`config.mk`:
```
export PLATFORM = sky130hd
export DESIGN_NAME = bmf_fault_flags
export DESIGN_NICKNAME = d
export VERILOG_FILES = /design/src/rtl/bmf_pkg.sv /design/src/rtl/bmf_flag_bank.sv /design/src/rtl/bmf_link_check.sv /design/src/rtl/bmf_fault_flags.sv
export SDC_FILE = /design/constraint.sdc
export NUM_CORES = 2
export LEC_CHECK = 0
export ABC_AREA = 1
export ABC_CLOCK_PERIOD_IN_PS = 4910
export BUFFER_PORTS_ARGS = -buffer_cell sky130_fd_sc_hd__buf_4
export CORE_MARGIN = 3
export CORE_UTILIZATION = 40
export CTS_BUF_LIST = sky130_fd_sc_hd__clkbuf_4 sky130_fd_sc_hd__clkbuf_8 sky130_fd_sc_hd__clkbuf_16
export DETAILED_ROUTE_END_ITERATION = 10
export SLEW_MARGIN = 15
export SYNTH_ARGS = -nofsm -noshare
export SYNTH_HDL_FRONTEND = slang
export SYNTH_HIERARCHICAL = 1
export SYNTH_SLANG_ARGS = --single-unit
```
`constraint.sdc`:
```
create_clock -name pclk -period 4.91 [get_ports pclk]
set_input_delay 0.491 -clock pclk [delete_from_list [all_inputs] [get_ports pclk]]
set_output_delay 0.491 -clock pclk [all_outputs]
set_load 0.005 [all_outputs]
```
`src/rtl/bmf_pkg.sv`:
```
package bmf_pkg;

    // Register indices. Byte address on APB is four times the index.
    localparam logic [7:0] IDX_CELL_LOW   = 8'h54;
    localparam logic [7:0] IDX_CELL_HIGH  = 8'h56;
    localparam logic [7:0] IDX_AUX        = 8'h58;
    localparam logic [7:0] IDX_CMP_LOW    = 8'h5A;
    localparam logic [7:0] IDX_CMP_HIGH   = 8'h5C;
    localparam logic [7:0] IDX_LINK       = 8'h5E;
    localparam logic [7:0] IDX_CONFIG     = 8'h60;
    localparam logic [7:0] IDX_CELL_THR   = 8'h61;
    localparam logic [7:0] IDX_SUMMARY    = 8'h62;
    localparam logic [7:0] IDX_AUX_THR0   = 8'h64;

    localparam int NUM_CELLS    = 16;
    localparam int NUM_AUX      = 8;
    localparam int NUM_SYS      = 4;
    localparam int RESULT_W     = 16;

    // Field positions.
    localparam int AUX_LOW_LSB  = 8;
    localparam int AUX_HIGH_LSB = 0;
    localparam int LINK_LSB     = 12;
    localparam int LINK_W       = 4;
    localparam int LINK_UP_MIS  = 3;
    localparam int LINK_LO_MIS  = 2;
    localparam int LINK_UP_ABT  = 1;
    localparam int LINK_LO_ABT  = 0;
    localparam int CFG_SELF_CLR = 0;
    localparam int THR_HIGH_LSB = 16;
    localparam int SUM_LSB      = 9;
    localparam int SUM_W        = 7;

    // Mismatches in one frame that stop its reception.
    localparam logic [1:0] ABORT_COUNT = 2'h2;

    // Values after reset.
    localparam logic [15:0] FLAGS_RST    = 16'h0000;
    localparam logic [15:0] LOW_THR_RST  = 16'h0000;
    localparam logic [15:0] HIGH_THR_RST = 16'hFFFF;

    typedef struct packed {
        logic bit_valid;
        logic rx_bit;
        logic rx_bit_inv;
        logic frame_start;
        logic frame_end;
    } bmf_link_rx_t;

    typedef struct packed {
        logic        psel;
        logic        penable;
        logic        pwrite;
        logic [11:0] paddr;
        logic [31:0] pwdata;
    } bmf_apb_req_t;

    typedef enum logic [2:0] {
        LNK_IDLE = 3'b001,
        LNK_RECV = 3'b010,
        LNK_STOP = 3'b100
    } bmf_link_state_t;

endpackage : bmf_pkg

```
`src/rtl/bmf_flag_bank.sv`:
```
`timescale 1ns/10ps
module bmf_flag_bank
    import bmf_pkg::*;
#(
    parameter int W = 16
) (
    input  wire logic         pclk,
    input  wire logic         presetn,
    input  wire logic [W-1:0] set_cond,
    input  wire logic [W-1:0] clear_mask,
    input  wire logic         auto_clear,
    output logic      [W-1:0] flags_q
);

    logic [W-1:0] flags_d;

    // A setting condition in the same cycle as a clear leaves the flag set.
    always_comb begin
        flags_d = set_cond | (flags_q & ~clear_mask & {W{~auto_clear}});
    end

    always_ff @(posedge pclk or negedge presetn) begin
        if (!presetn) begin
            flags_q <= FLAGS_RST[W-1:0];
        end else begin
            flags_q <= flags_d;
        end
    end

endmodule : bmf_flag_bank

```
`src/rtl/bmf_link_check.sv`:
```
`timescale 1ns/10ps
module bmf_link_check
    import bmf_pkg::*;
(
    input  wire logic         pclk,
    input  wire logic         presetn,
    input  wire bmf_link_rx_t rx,
    output logic              mismatch_q,
    output logic              abort_q,
    output logic              stop_q
);

    bmf_link_state_t state_q;
    logic [1:0]      count_q;
    logic            mismatch;

    // Each received bit travels with its complement; equal values are an error.
    assign mismatch = rx.bit_valid & (rx.rx_bit == rx.rx_bit_inv);

    always_ff @(posedge pclk or negedge presetn) begin
        if (!presetn) begin
            state_q <= LNK_IDLE;
            count_q <= 2'h0;
        end else begin
            case (state_q)
                LNK_IDLE: begin
                    if (rx.frame_start) begin
                        state_q <= LNK_RECV;
                        count_q <= 2'h0;
                    end
                end
                LNK_RECV: begin
                    if (rx.frame_start) begin
                        count_q <= 2'h0;
                    end else if (rx.frame_end) begin
                        state_q <= LNK_IDLE;
                    end else if (mismatch) begin
                        count_q <= count_q + 2'h1;
                        if (count_q + 2'h1 >= ABORT_COUNT) begin
                            state_q <= LNK_STOP;
                        end
                    end
                end
                LNK_STOP: begin
                    if (rx.frame_start) begin
                        state_q <= LNK_RECV;
                        count_q <= 2'h0;
                    end else if (rx.frame_end) begin
                        state_q <= LNK_IDLE;
                    end
                end
                default: begin
                    state_q <= LNK_IDLE;
                    count_q <= 2'h0;
                end
            endcase
        end
    end

    // A single mismatch only notifies; the frame keeps being received.
    always_ff @(posedge pclk or negedge presetn) begin
        if (!presetn) begin
            mismatch_q <= 1'b0;
            abort_q    <= 1'b0;
        end else begin
            mismatch_q <= mismatch & (state_q == LNK_RECV) & ~rx.frame_start;
            abort_q    <= mismatch & (state_q == LNK_RECV) & ~rx.frame_start
                          & ~rx.frame_end & (count_q + 2'h1 >= ABORT_COUNT);
        end
    end

    always_ff @(posedge pclk or negedge presetn) begin
        if (!presetn) begin
            stop_q <= 1'b0;
        end else if (rx.frame_start || rx.frame_end) begin
            stop_q <= 1'b0;
        end else if (abort_q) begin
            stop_q <= 1'b1;
        end
    end

endmodule : bmf_link_check

```
`src/rtl/bmf_fault_flags.sv`:
```
`timescale 1ns/10ps
module bmf_fault_flags
    import bmf_pkg::*;
#(
    parameter int RW = RESULT_W
) (
    input  wire logic                              pclk,
    input  wire logic                              presetn,
    input  wire logic                              psel,
    input  wire logic                              penable,
    input  wire logic                              pwrite,
    input  wire logic [11:0]                       paddr,
    input  wire logic [31:0]                       pwdata,
    output logic      [31:0]                       prdata_q,
    output logic                                   pready_q,
    output logic                                   pslverr_q,
    input  wire logic [NUM_CELLS-1:0][RW-1:0]      cell_result,
    input  wire logic [NUM_AUX-1:0][RW-1:0]        aux_result,
    input  wire logic [NUM_CELLS-1:0]              comparator_low_in,
    input  wire logic [NUM_CELLS-1:0]              comparator_high_in,
    input  wire logic [NUM_SYS-1:0]                system_fault_flags,
    input  wire bmf_link_rx_t                      upper_link_port,
    input  wire bmf_link_rx_t                      lower_link_port,
    output logic                                   upper_link_stop_q,
    output logic                                   lower_link_stop_q,
    output logic      [SUM_W-1:0]                  fault_category_summary_q
);

    bmf_apb_req_t req;
    logic         access_done;
    logic         wr_done;
    logic [15:0]  wr_mask;
    logic [15:0]  link_clear;

    logic                 self_clearing_flags_option_q;
    logic [RW-1:0]        cell_low_threshold_q;
    logic [RW-1:0]        cell_high_threshold_q;
    logic [NUM_AUX-1:0][RW-1:0] aux_low_threshold_q;
    logic [NUM_AUX-1:0][RW-1:0] aux_high_threshold_q;

    logic [NUM_CELLS-1:0] cell_low_cond;
    logic [NUM_CELLS-1:0] cell_high_cond;
    logic [NUM_AUX-1:0]   aux_low_cond;
    logic [NUM_AUX-1:0]   aux_high_cond;
    logic                 analog_die_active;

    logic [NUM_CELLS-1:0] cell_low_flags;
    logic [NUM_CELLS-1:0] cell_high_flags;
    logic [15:0]          aux_flags;
    logic [NUM_CELLS-1:0] comparator_low_flags;
    logic [NUM_CELLS-1:0] comparator_high_flags;
    logic [LINK_W-1:0]    link_flags;
    logic [LINK_W-1:0]    link_events;

    logic up_mis;
    logic up_abort;
    logic lo_mis;
    logic lo_abort;

    logic [31:0] rd_data;
    logic        rd_hit;

    assign req = '{psel: psel, penable: penable, pwrite: pwrite, paddr: paddr, pwdata: pwdata};

    // Word index of a byte address; low two bits are ignored.
    function automatic logic [7:0] word_index(input logic [11:0] addr);
        return addr[9:2];
    endfunction : word_index

    // Clear mask for one flag register. The bus values travel as arguments, because a
    // port expression that calls a function only wakes up when its arguments change.
    function automatic logic [15:0] clear_for(input logic [7:0]  idx,
                                              input logic [11:0] addr,
                                              input logic [15:0] mask);
        return (word_index(addr) == idx) ? mask : 16'h0000;
    endfunction : clear_for

    // No wait state: the read word is captured in the setup cycle, so
    // pready rises with penable and every access takes exactly two cycles.
    assign access_done = req.psel & req.penable & pready_q;
    assign wr_done     = access_done & req.pwrite;
    assign wr_mask     = wr_done ? req.pwdata[15:0] : 16'h0000;
    assign link_clear  = clear_for(IDX_LINK, req.paddr, wr_mask);

    always_ff @(posedge pclk or negedge presetn) begin
        if (!presetn) begin
            pready_q  <= 1'b0;
            pslverr_q <= 1'b0;
            prdata_q  <= 32'h0000_0000;
        end else if (req.psel && !req.penable) begin
            pready_q  <= 1'b1;
            pslverr_q <= ~rd_hit;
            prdata_q  <= req.pwrite ? 32'h0000_0000 : rd_data;
        end else begin
            pready_q  <= 1'b0;
            pslverr_q <= 1'b0;
        end
    end

    always_ff @(posedge pclk or negedge presetn) begin
        if (!presetn) begin
            self_clearing_flags_option_q <= 1'b0;
            cell_low_threshold_q         <= LOW_THR_RST[RW-1:0];
            cell_high_threshold_q        <= HIGH_THR_RST[RW-1:0];
        end else if (wr_done) begin
            if (word_index(req.paddr) == IDX_CONFIG) begin
                self_clearing_flags_option_q <= req.pwdata[CFG_SELF_CLR];
            end
            if (word_index(req.paddr) == IDX_CELL_THR) begin
                cell_low_threshold_q  <= req.pwdata[RW-1:0];
                cell_high_threshold_q <= req.pwdata[THR_HIGH_LSB +: RW];
            end
        end
    end

    genvar gi;
    generate
        for (gi = 0; gi < NUM_AUX; gi++) begin : g_aux_thr
            always_ff @(posedge pclk or negedge presetn) begin
                if (!presetn) begin
                    aux_low_threshold_q[gi]  <= LOW_THR_RST[RW-1:0];
                    aux_high_threshold_q[gi] <= HIGH_THR_RST[RW-1:0];
                end else if (wr_done && word_index(req.paddr) == IDX_AUX_THR0 + 8'(gi)) begin
                    aux_low_threshold_q[gi]  <= req.pwdata[RW-1:0];
                    aux_high_threshold_q[gi] <= req.pwdata[THR_HIGH_LSB +: RW];
                end
            end
            assign aux_low_cond[gi]  = aux_result[gi] < aux_low_threshold_q[gi];
            assign aux_high_cond[gi] = aux_result[gi] > aux_high_threshold_q[gi];
        end
        for (gi = 0; gi < NUM_CELLS; gi++) begin : g_cell_cmp
            assign cell_low_cond[gi]  = cell_result[gi] < cell_low_threshold_q;
            assign cell_high_cond[gi] = cell_result[gi] > cell_high_threshold_q;
        end
    endgenerate

    // Raw inputs are used here, so a fault that software has masked
    // elsewhere still holds the comparator flags.
    assign analog_die_active = (|system_fault_flags) | (|comparator_low_in)
                               | (|comparator_high_in);

    bmf_flag_bank #(.W(NUM_CELLS)) u_cell_low (
        .pclk       (pclk),
        .presetn    (presetn),
        .set_cond   (cell_low_cond),
        .clear_mask (clear_for(IDX_CELL_LOW, req.paddr, wr_mask)),
        .auto_clear (self_clearing_flags_option_q),
        .flags_q    (cell_low_flags)
    );

    bmf_flag_bank #(.W(NUM_CELLS)) u_cell_high (
        .pclk       (pclk),
        .presetn    (presetn),
        .set_cond   (cell_high_cond),
        .clear_mask (clear_for(IDX_CELL_HIGH, req.paddr, wr_mask)),
        .auto_clear (self_clearing_flags_option_q),
        .flags_q    (cell_high_flags)
    );

    bmf_flag_bank #(.W(16)) u_aux (
        .pclk       (pclk),
        .presetn    (presetn),
        .set_cond   ({aux_low_cond, aux_high_cond}),
        .clear_mask (clear_for(IDX_AUX, req.paddr, wr_mask)),
        .auto_clear (self_clearing_flags_option_q),
        .flags_q    (aux_flags)
    );

    bmf_flag_bank #(.W(NUM_CELLS)) u_cmp_low (
        .pclk       (pclk),
        .presetn    (presetn),
        .set_cond   (comparator_low_in),
        .clear_mask (clear_for(IDX_CMP_LOW, req.paddr, wr_mask)),
        .auto_clear (self_clearing_flags_option_q & ~analog_die_active),
        .flags_q    (comparator_low_flags)
    );

    bmf_flag_bank #(.W(NUM_CELLS)) u_cmp_high (
        .pclk       (pclk),
        .presetn    (presetn),
        .set_cond   (comparator_high_in),
        .clear_mask (clear_for(IDX_CMP_HIGH, req.paddr, wr_mask)),
        .auto_clear (self_clearing_flags_option_q & ~analog_die_active),
        .flags_q    (comparator_high_flags)
    );

    bmf_link_check u_upper (
        .pclk       (pclk),
        .presetn    (presetn),
        .rx         (upper_link_port),
        .mismatch_q (up_mis),
        .abort_q    (up_abort),
        .stop_q     (upper_link_stop_q)
    );

    bmf_link_check u_lower (
        .pclk       (pclk),
        .presetn    (presetn),
        .rx         (lower_link_port),
        .mismatch_q (lo_mis),
        .abort_q    (lo_abort),
        .stop_q     (lower_link_stop_q)
    );

    always_comb begin
        link_events              = '0;
        link_events[LINK_UP_MIS] = up_mis;
        link_events[LINK_LO_MIS] = lo_mis;
        link_events[LINK_UP_ABT] = up_abort;
        link_events[LINK_LO_ABT] = lo_abort;
    end

    // Link errors are events, not conditions, so they always latch.
    bmf_flag_bank #(.W(LINK_W)) u_link (
        .pclk       (pclk),
        .presetn    (presetn),
        .set_cond   (link_events),
        .clear_mask (link_clear[LINK_LSB +: LINK_W]),
        .auto_clear (1'b0),
        .flags_q    (link_flags)
    );

    always_ff @(posedge pclk or negedge presetn) begin
        if (!presetn) begin
            fault_category_summary_q <= '0;
        end else begin
            fault_category_summary_q <= {|cell_low_flags, |cell_high_flags,
                                         |aux_flags[AUX_LOW_LSB +: NUM_AUX],
                                         |aux_flags[AUX_HIGH_LSB +: NUM_AUX],
                                         |comparator_low_flags, |comparator_high_flags,
                                         |link_flags};
        end
    end

    always_comb begin
        rd_data = 32'h0000_0000;
        rd_hit  = 1'b1;
        case (word_index(req.paddr))
            IDX_CELL_LOW:  rd_data[15:0] = cell_low_flags;
            IDX_CELL_HIGH: rd_data[15:0] = cell_high_flags;
            IDX_AUX:       rd_data[15:0] = aux_flags;
            IDX_CMP_LOW:   rd_data[15:0] = comparator_low_flags;
            IDX_CMP_HIGH:  rd_data[15:0] = comparator_high_flags;
            IDX_LINK:      rd_data[LINK_LSB +: LINK_W] = link_flags;
            IDX_CONFIG:    rd_data[CFG_SELF_CLR] = self_clearing_flags_option_q;
            IDX_CELL_THR:  rd_data = {cell_high_threshold_q, cell_low_threshold_q};
            IDX_SUMMARY:   rd_data[SUM_LSB +: SUM_W] = fault_category_summary_q;
            default: begin
                if (word_index(req.paddr) >= IDX_AUX_THR0
                    && word_index(req.paddr) < IDX_AUX_THR0 + 8'(NUM_AUX)) begin
                    rd_data = {aux_high_threshold_q[3'(word_index(req.paddr) - IDX_AUX_THR0)],
                               aux_low_threshold_q[3'(word_index(req.paddr) - IDX_AUX_THR0)]};
                end else begin
                    rd_hit = 1'b0;
                end
            end
        endcase
    end

endmodule : bmf_fault_flags

```
==> impl_metrics.toml <==
[outcome]
outcome = "completed"

[setup_path]
rr_endpoint = "u_cell_low/flags_q[2]"
cp.depth = 8
slowest_stage = "nand2_2"
cp-end-kind = "register"
crit_arrival_ns = 3.41
critPathKind = "input pin to register"
required_ns = 5.39
max_stage_delay_ns = 0.59
cp_top_family = "simple AND/OR/NAND/NOR gates"
r2r_slack_ns = 2.12
worstPathMaxFanout = 64
reg2reg_from = "cell_low_threshold_q[11]"
worstSetupStartpointType = "input pin"
path_cells = "buf_4 -> inv_2 -> nand2_2 -> nor2_4 -> nand2_2 -> inv_2 -> nand2_2 -> o21ai_0"
crit_top_cell = "nand2_2"
path_buf_inv = 3
reg2reg_depth = 10

[sta]
final_max_slew_viol_count = 0
period_share_pct = 59.62
max-slew-margin-rel_pct = 14.70
min_period_ns = 2.927
setup_tns_ns = 0
hold_viol = 0
holdWs_ns = 0.04800
finalSetupViolations = 0
fin_skew_ns = 0.03282
tightest_slew_ns = 1.278
fmax_mhz = 341.6
grt_setup_unrepaired = "no"

[final_layout]
drive_gt1_share_pct = 15.33
stdcell_count = 6977
final_util_pct = 48.15
nets = 6864
syn2layout_area_growth_pct = 19.18

[die]
die_w_um = 313.3
num_rows = 112
die_area_um2 = 98130
initial_utilization_pct = 40.40
core-area_um2 = 93470
num_io_pins = 522
die_h_um = 313.3

[synthesis]
synth_area_um2 = 37760
async_reset_ff_share_pct = 100.0
yosysMostFrequentCell = "nand2_1"
synthXorXnorAreaFrac_pct = 0
yosysTopAreaCell = "ha_1"
synth_top_cell_area_share_pct = 24.65
synth_cell_type_count = 39
ys_warn_count = 6
syn_avg_cell_area_um2 = 7.331
ys_top_cells_by_count = "nand2_1 (1,167), ha_1 (744), inv_1 (651), nor2_1 (499), a21oi_1 (439)"
ys_ff_latch = 430
netlist_instances = 5151
synth_area_leaders = "ha_1 (25%), dfrtp_1 (19%), nand2_1 (12%)"
synth_edf_count = 0
synth.mux.area_fraction_pct = 0
yosys.area_share.simple_pct = 24.14
ys.flop_type = "dfrtp_1"
synth_compound_gate_area_share_pct = 13.99
yosysSeqAreaShare_pct = 28.98
synth_top_family_by_area = "adder cells"
synth_fa_ha_area_share_pct = 24.65

[place]
hpwl_um = 123900
dp_cells = 6840
gp_congestion = 0.9773
portBuffers = 517

[power]
total_power_mw = 9.739
pwr_density_cell_nw_per_um2 = 216.4
leakage_nw = 21.53
ir_drop_uv = 241.0

[clock_network]
clkTransAtPathRegs_ns = 0.06
cts_sinks = 430
insertion_delay_ns = 0.61
cts.path.max_buffers = 3
htreeDepth = 2
cts_tree = "yes"
post_cts_resized = 0
cts-buffers-inserted = 51
root_buffer = "clkbuf_16"

[global_routing]
grt_pass1_vias = 35760
track_usage_pct = 31.81
antenna_found_initial = 43
grt_max_degree = 107
grt_overflow = 0
grt_pass1_wl_um = 231400

[route]
firstDrtPassIters = 6
drt_wl_total_um = 161000
ant_nets = 0
num_vias = 37680
vias_per_cell = 5.400
drc = 0
drt_iter0_drc = 3598
post_drt_wl_per_cell_um = 23.08

[worst_hold_path]
hold_path_class = "input pin to register"
min_to = "pready_q"
holdCritStartpoint = "penable"
hold_depth = 2

[run]
drv_cap = 0
## timing repair
item                                   in CTS  in global routing
endpoints found under the hold margin       2                  0
buffers inserted                            0                  0
hold buffers                                1                  0
## report_power, final
part	internal [mW]	switching (mW)	leakage, nW	total (mW)
clock	2.49	1.64	0.911	4.12
sequential	3.60	0.0513	5.02	3.65
combinational	0.761	1.20	15.6	1.96
## area by class of cell
type | count | area (µm²)
repair buffers | 571 | 4342
multi-input cells | 3920 | 23740
clock buffers | 80 | 1593
flip-flops and latches | 430 | 10940
diodes | 40 | 100.1
well taps | 1254 | 1569
fillers | 9534 | 48460
clock inverters | 15 | 220.2
inverters | 667 | 2504
## flip-flops by register name, summed over array words and instances (netlist names), 4 cells and up
signal and cells:
fault_category_summary_q 7, aux_high_threshold_q 128, u_aux/flags_q 16, aux_low_threshold_q 128, u_cmp_low/flags_q 16, prdata_q 32
u_link/flags_q 4, u_cmp_high/flags_q 16, u_cell_low/flags_q 16, u_cell_high/flags_q 16, cell_high_threshold_q 16, cell_low_threshold_q 16
## worst max path at each step
stage	to	startpoint
6_report	cell_low_threshold_q[8]	paddr[3]
5_1_grt	cell_low_threshold_q[3]	paddr[3]
4_1_cts	aux_high_threshold_q[59]	pready_q
3_5_place_dp	cell_low_threshold_q[1]	paddr[3]
3_3_place_gp	cell_high_threshold_q[11]	paddr[3]
2_1_floorplan	u_cell_high/flags_q[11]	cell_high_threshold_q[15]
## worst reg2reg max path: cells and delay by family, from the launching register on
kind / cells / cell delay [ns]
AO/OA/AOI/OAI: 4 / 0.71
flip-flops: 1 / 0.41
AND/OR/NAND/NOR: 2 / 0.18
adder cells (fa/ha/maj): 1 / 0.27
buffers and inverters: 3 / 1.13
## logic make-up after synthesis
kind of cell / count (synthesis)
other: 1
AND/OR/NAND/NOR: 2176
AO/OA/AOI/OAI: 998
flip-flops: 430
adder cells (fa/ha/maj): 744
buffers and inverters: 802
## cells in the final DEF, fill, tap and decap left out, types with 52 or more instances in the layout
master	n
a21oi_1	439
o21ai_0	415
nand2_1	1164
ha_1	744
nor2_1	497
inv_1	650
nand4_1	98
dfstp_2	146
clkbuf_16	52
nand3_1	299
dfrtp_1	284
buf_4	565
## routing by layer
layer	vias up	routed length (µm)	track usage, %
li1	18280	-	-
met1	17510	65270	40.24
met2	1523	73270	51.52
met3	355	13010	6.208
met4	12	9363	16.45
met5	-	89	0
## stage by stage
stage          setup WS (ns)  area (µm²)
6_report               1.983       45010
5_1_grt                1.709       44980
4_1_cts                1.865       44890
3_5_place_dp           1.484       43060
3_3_place_gp           1.556       43060
2_1_floorplan          3.002       37770
Note: power is estimated with default switching activity, not from simulation.
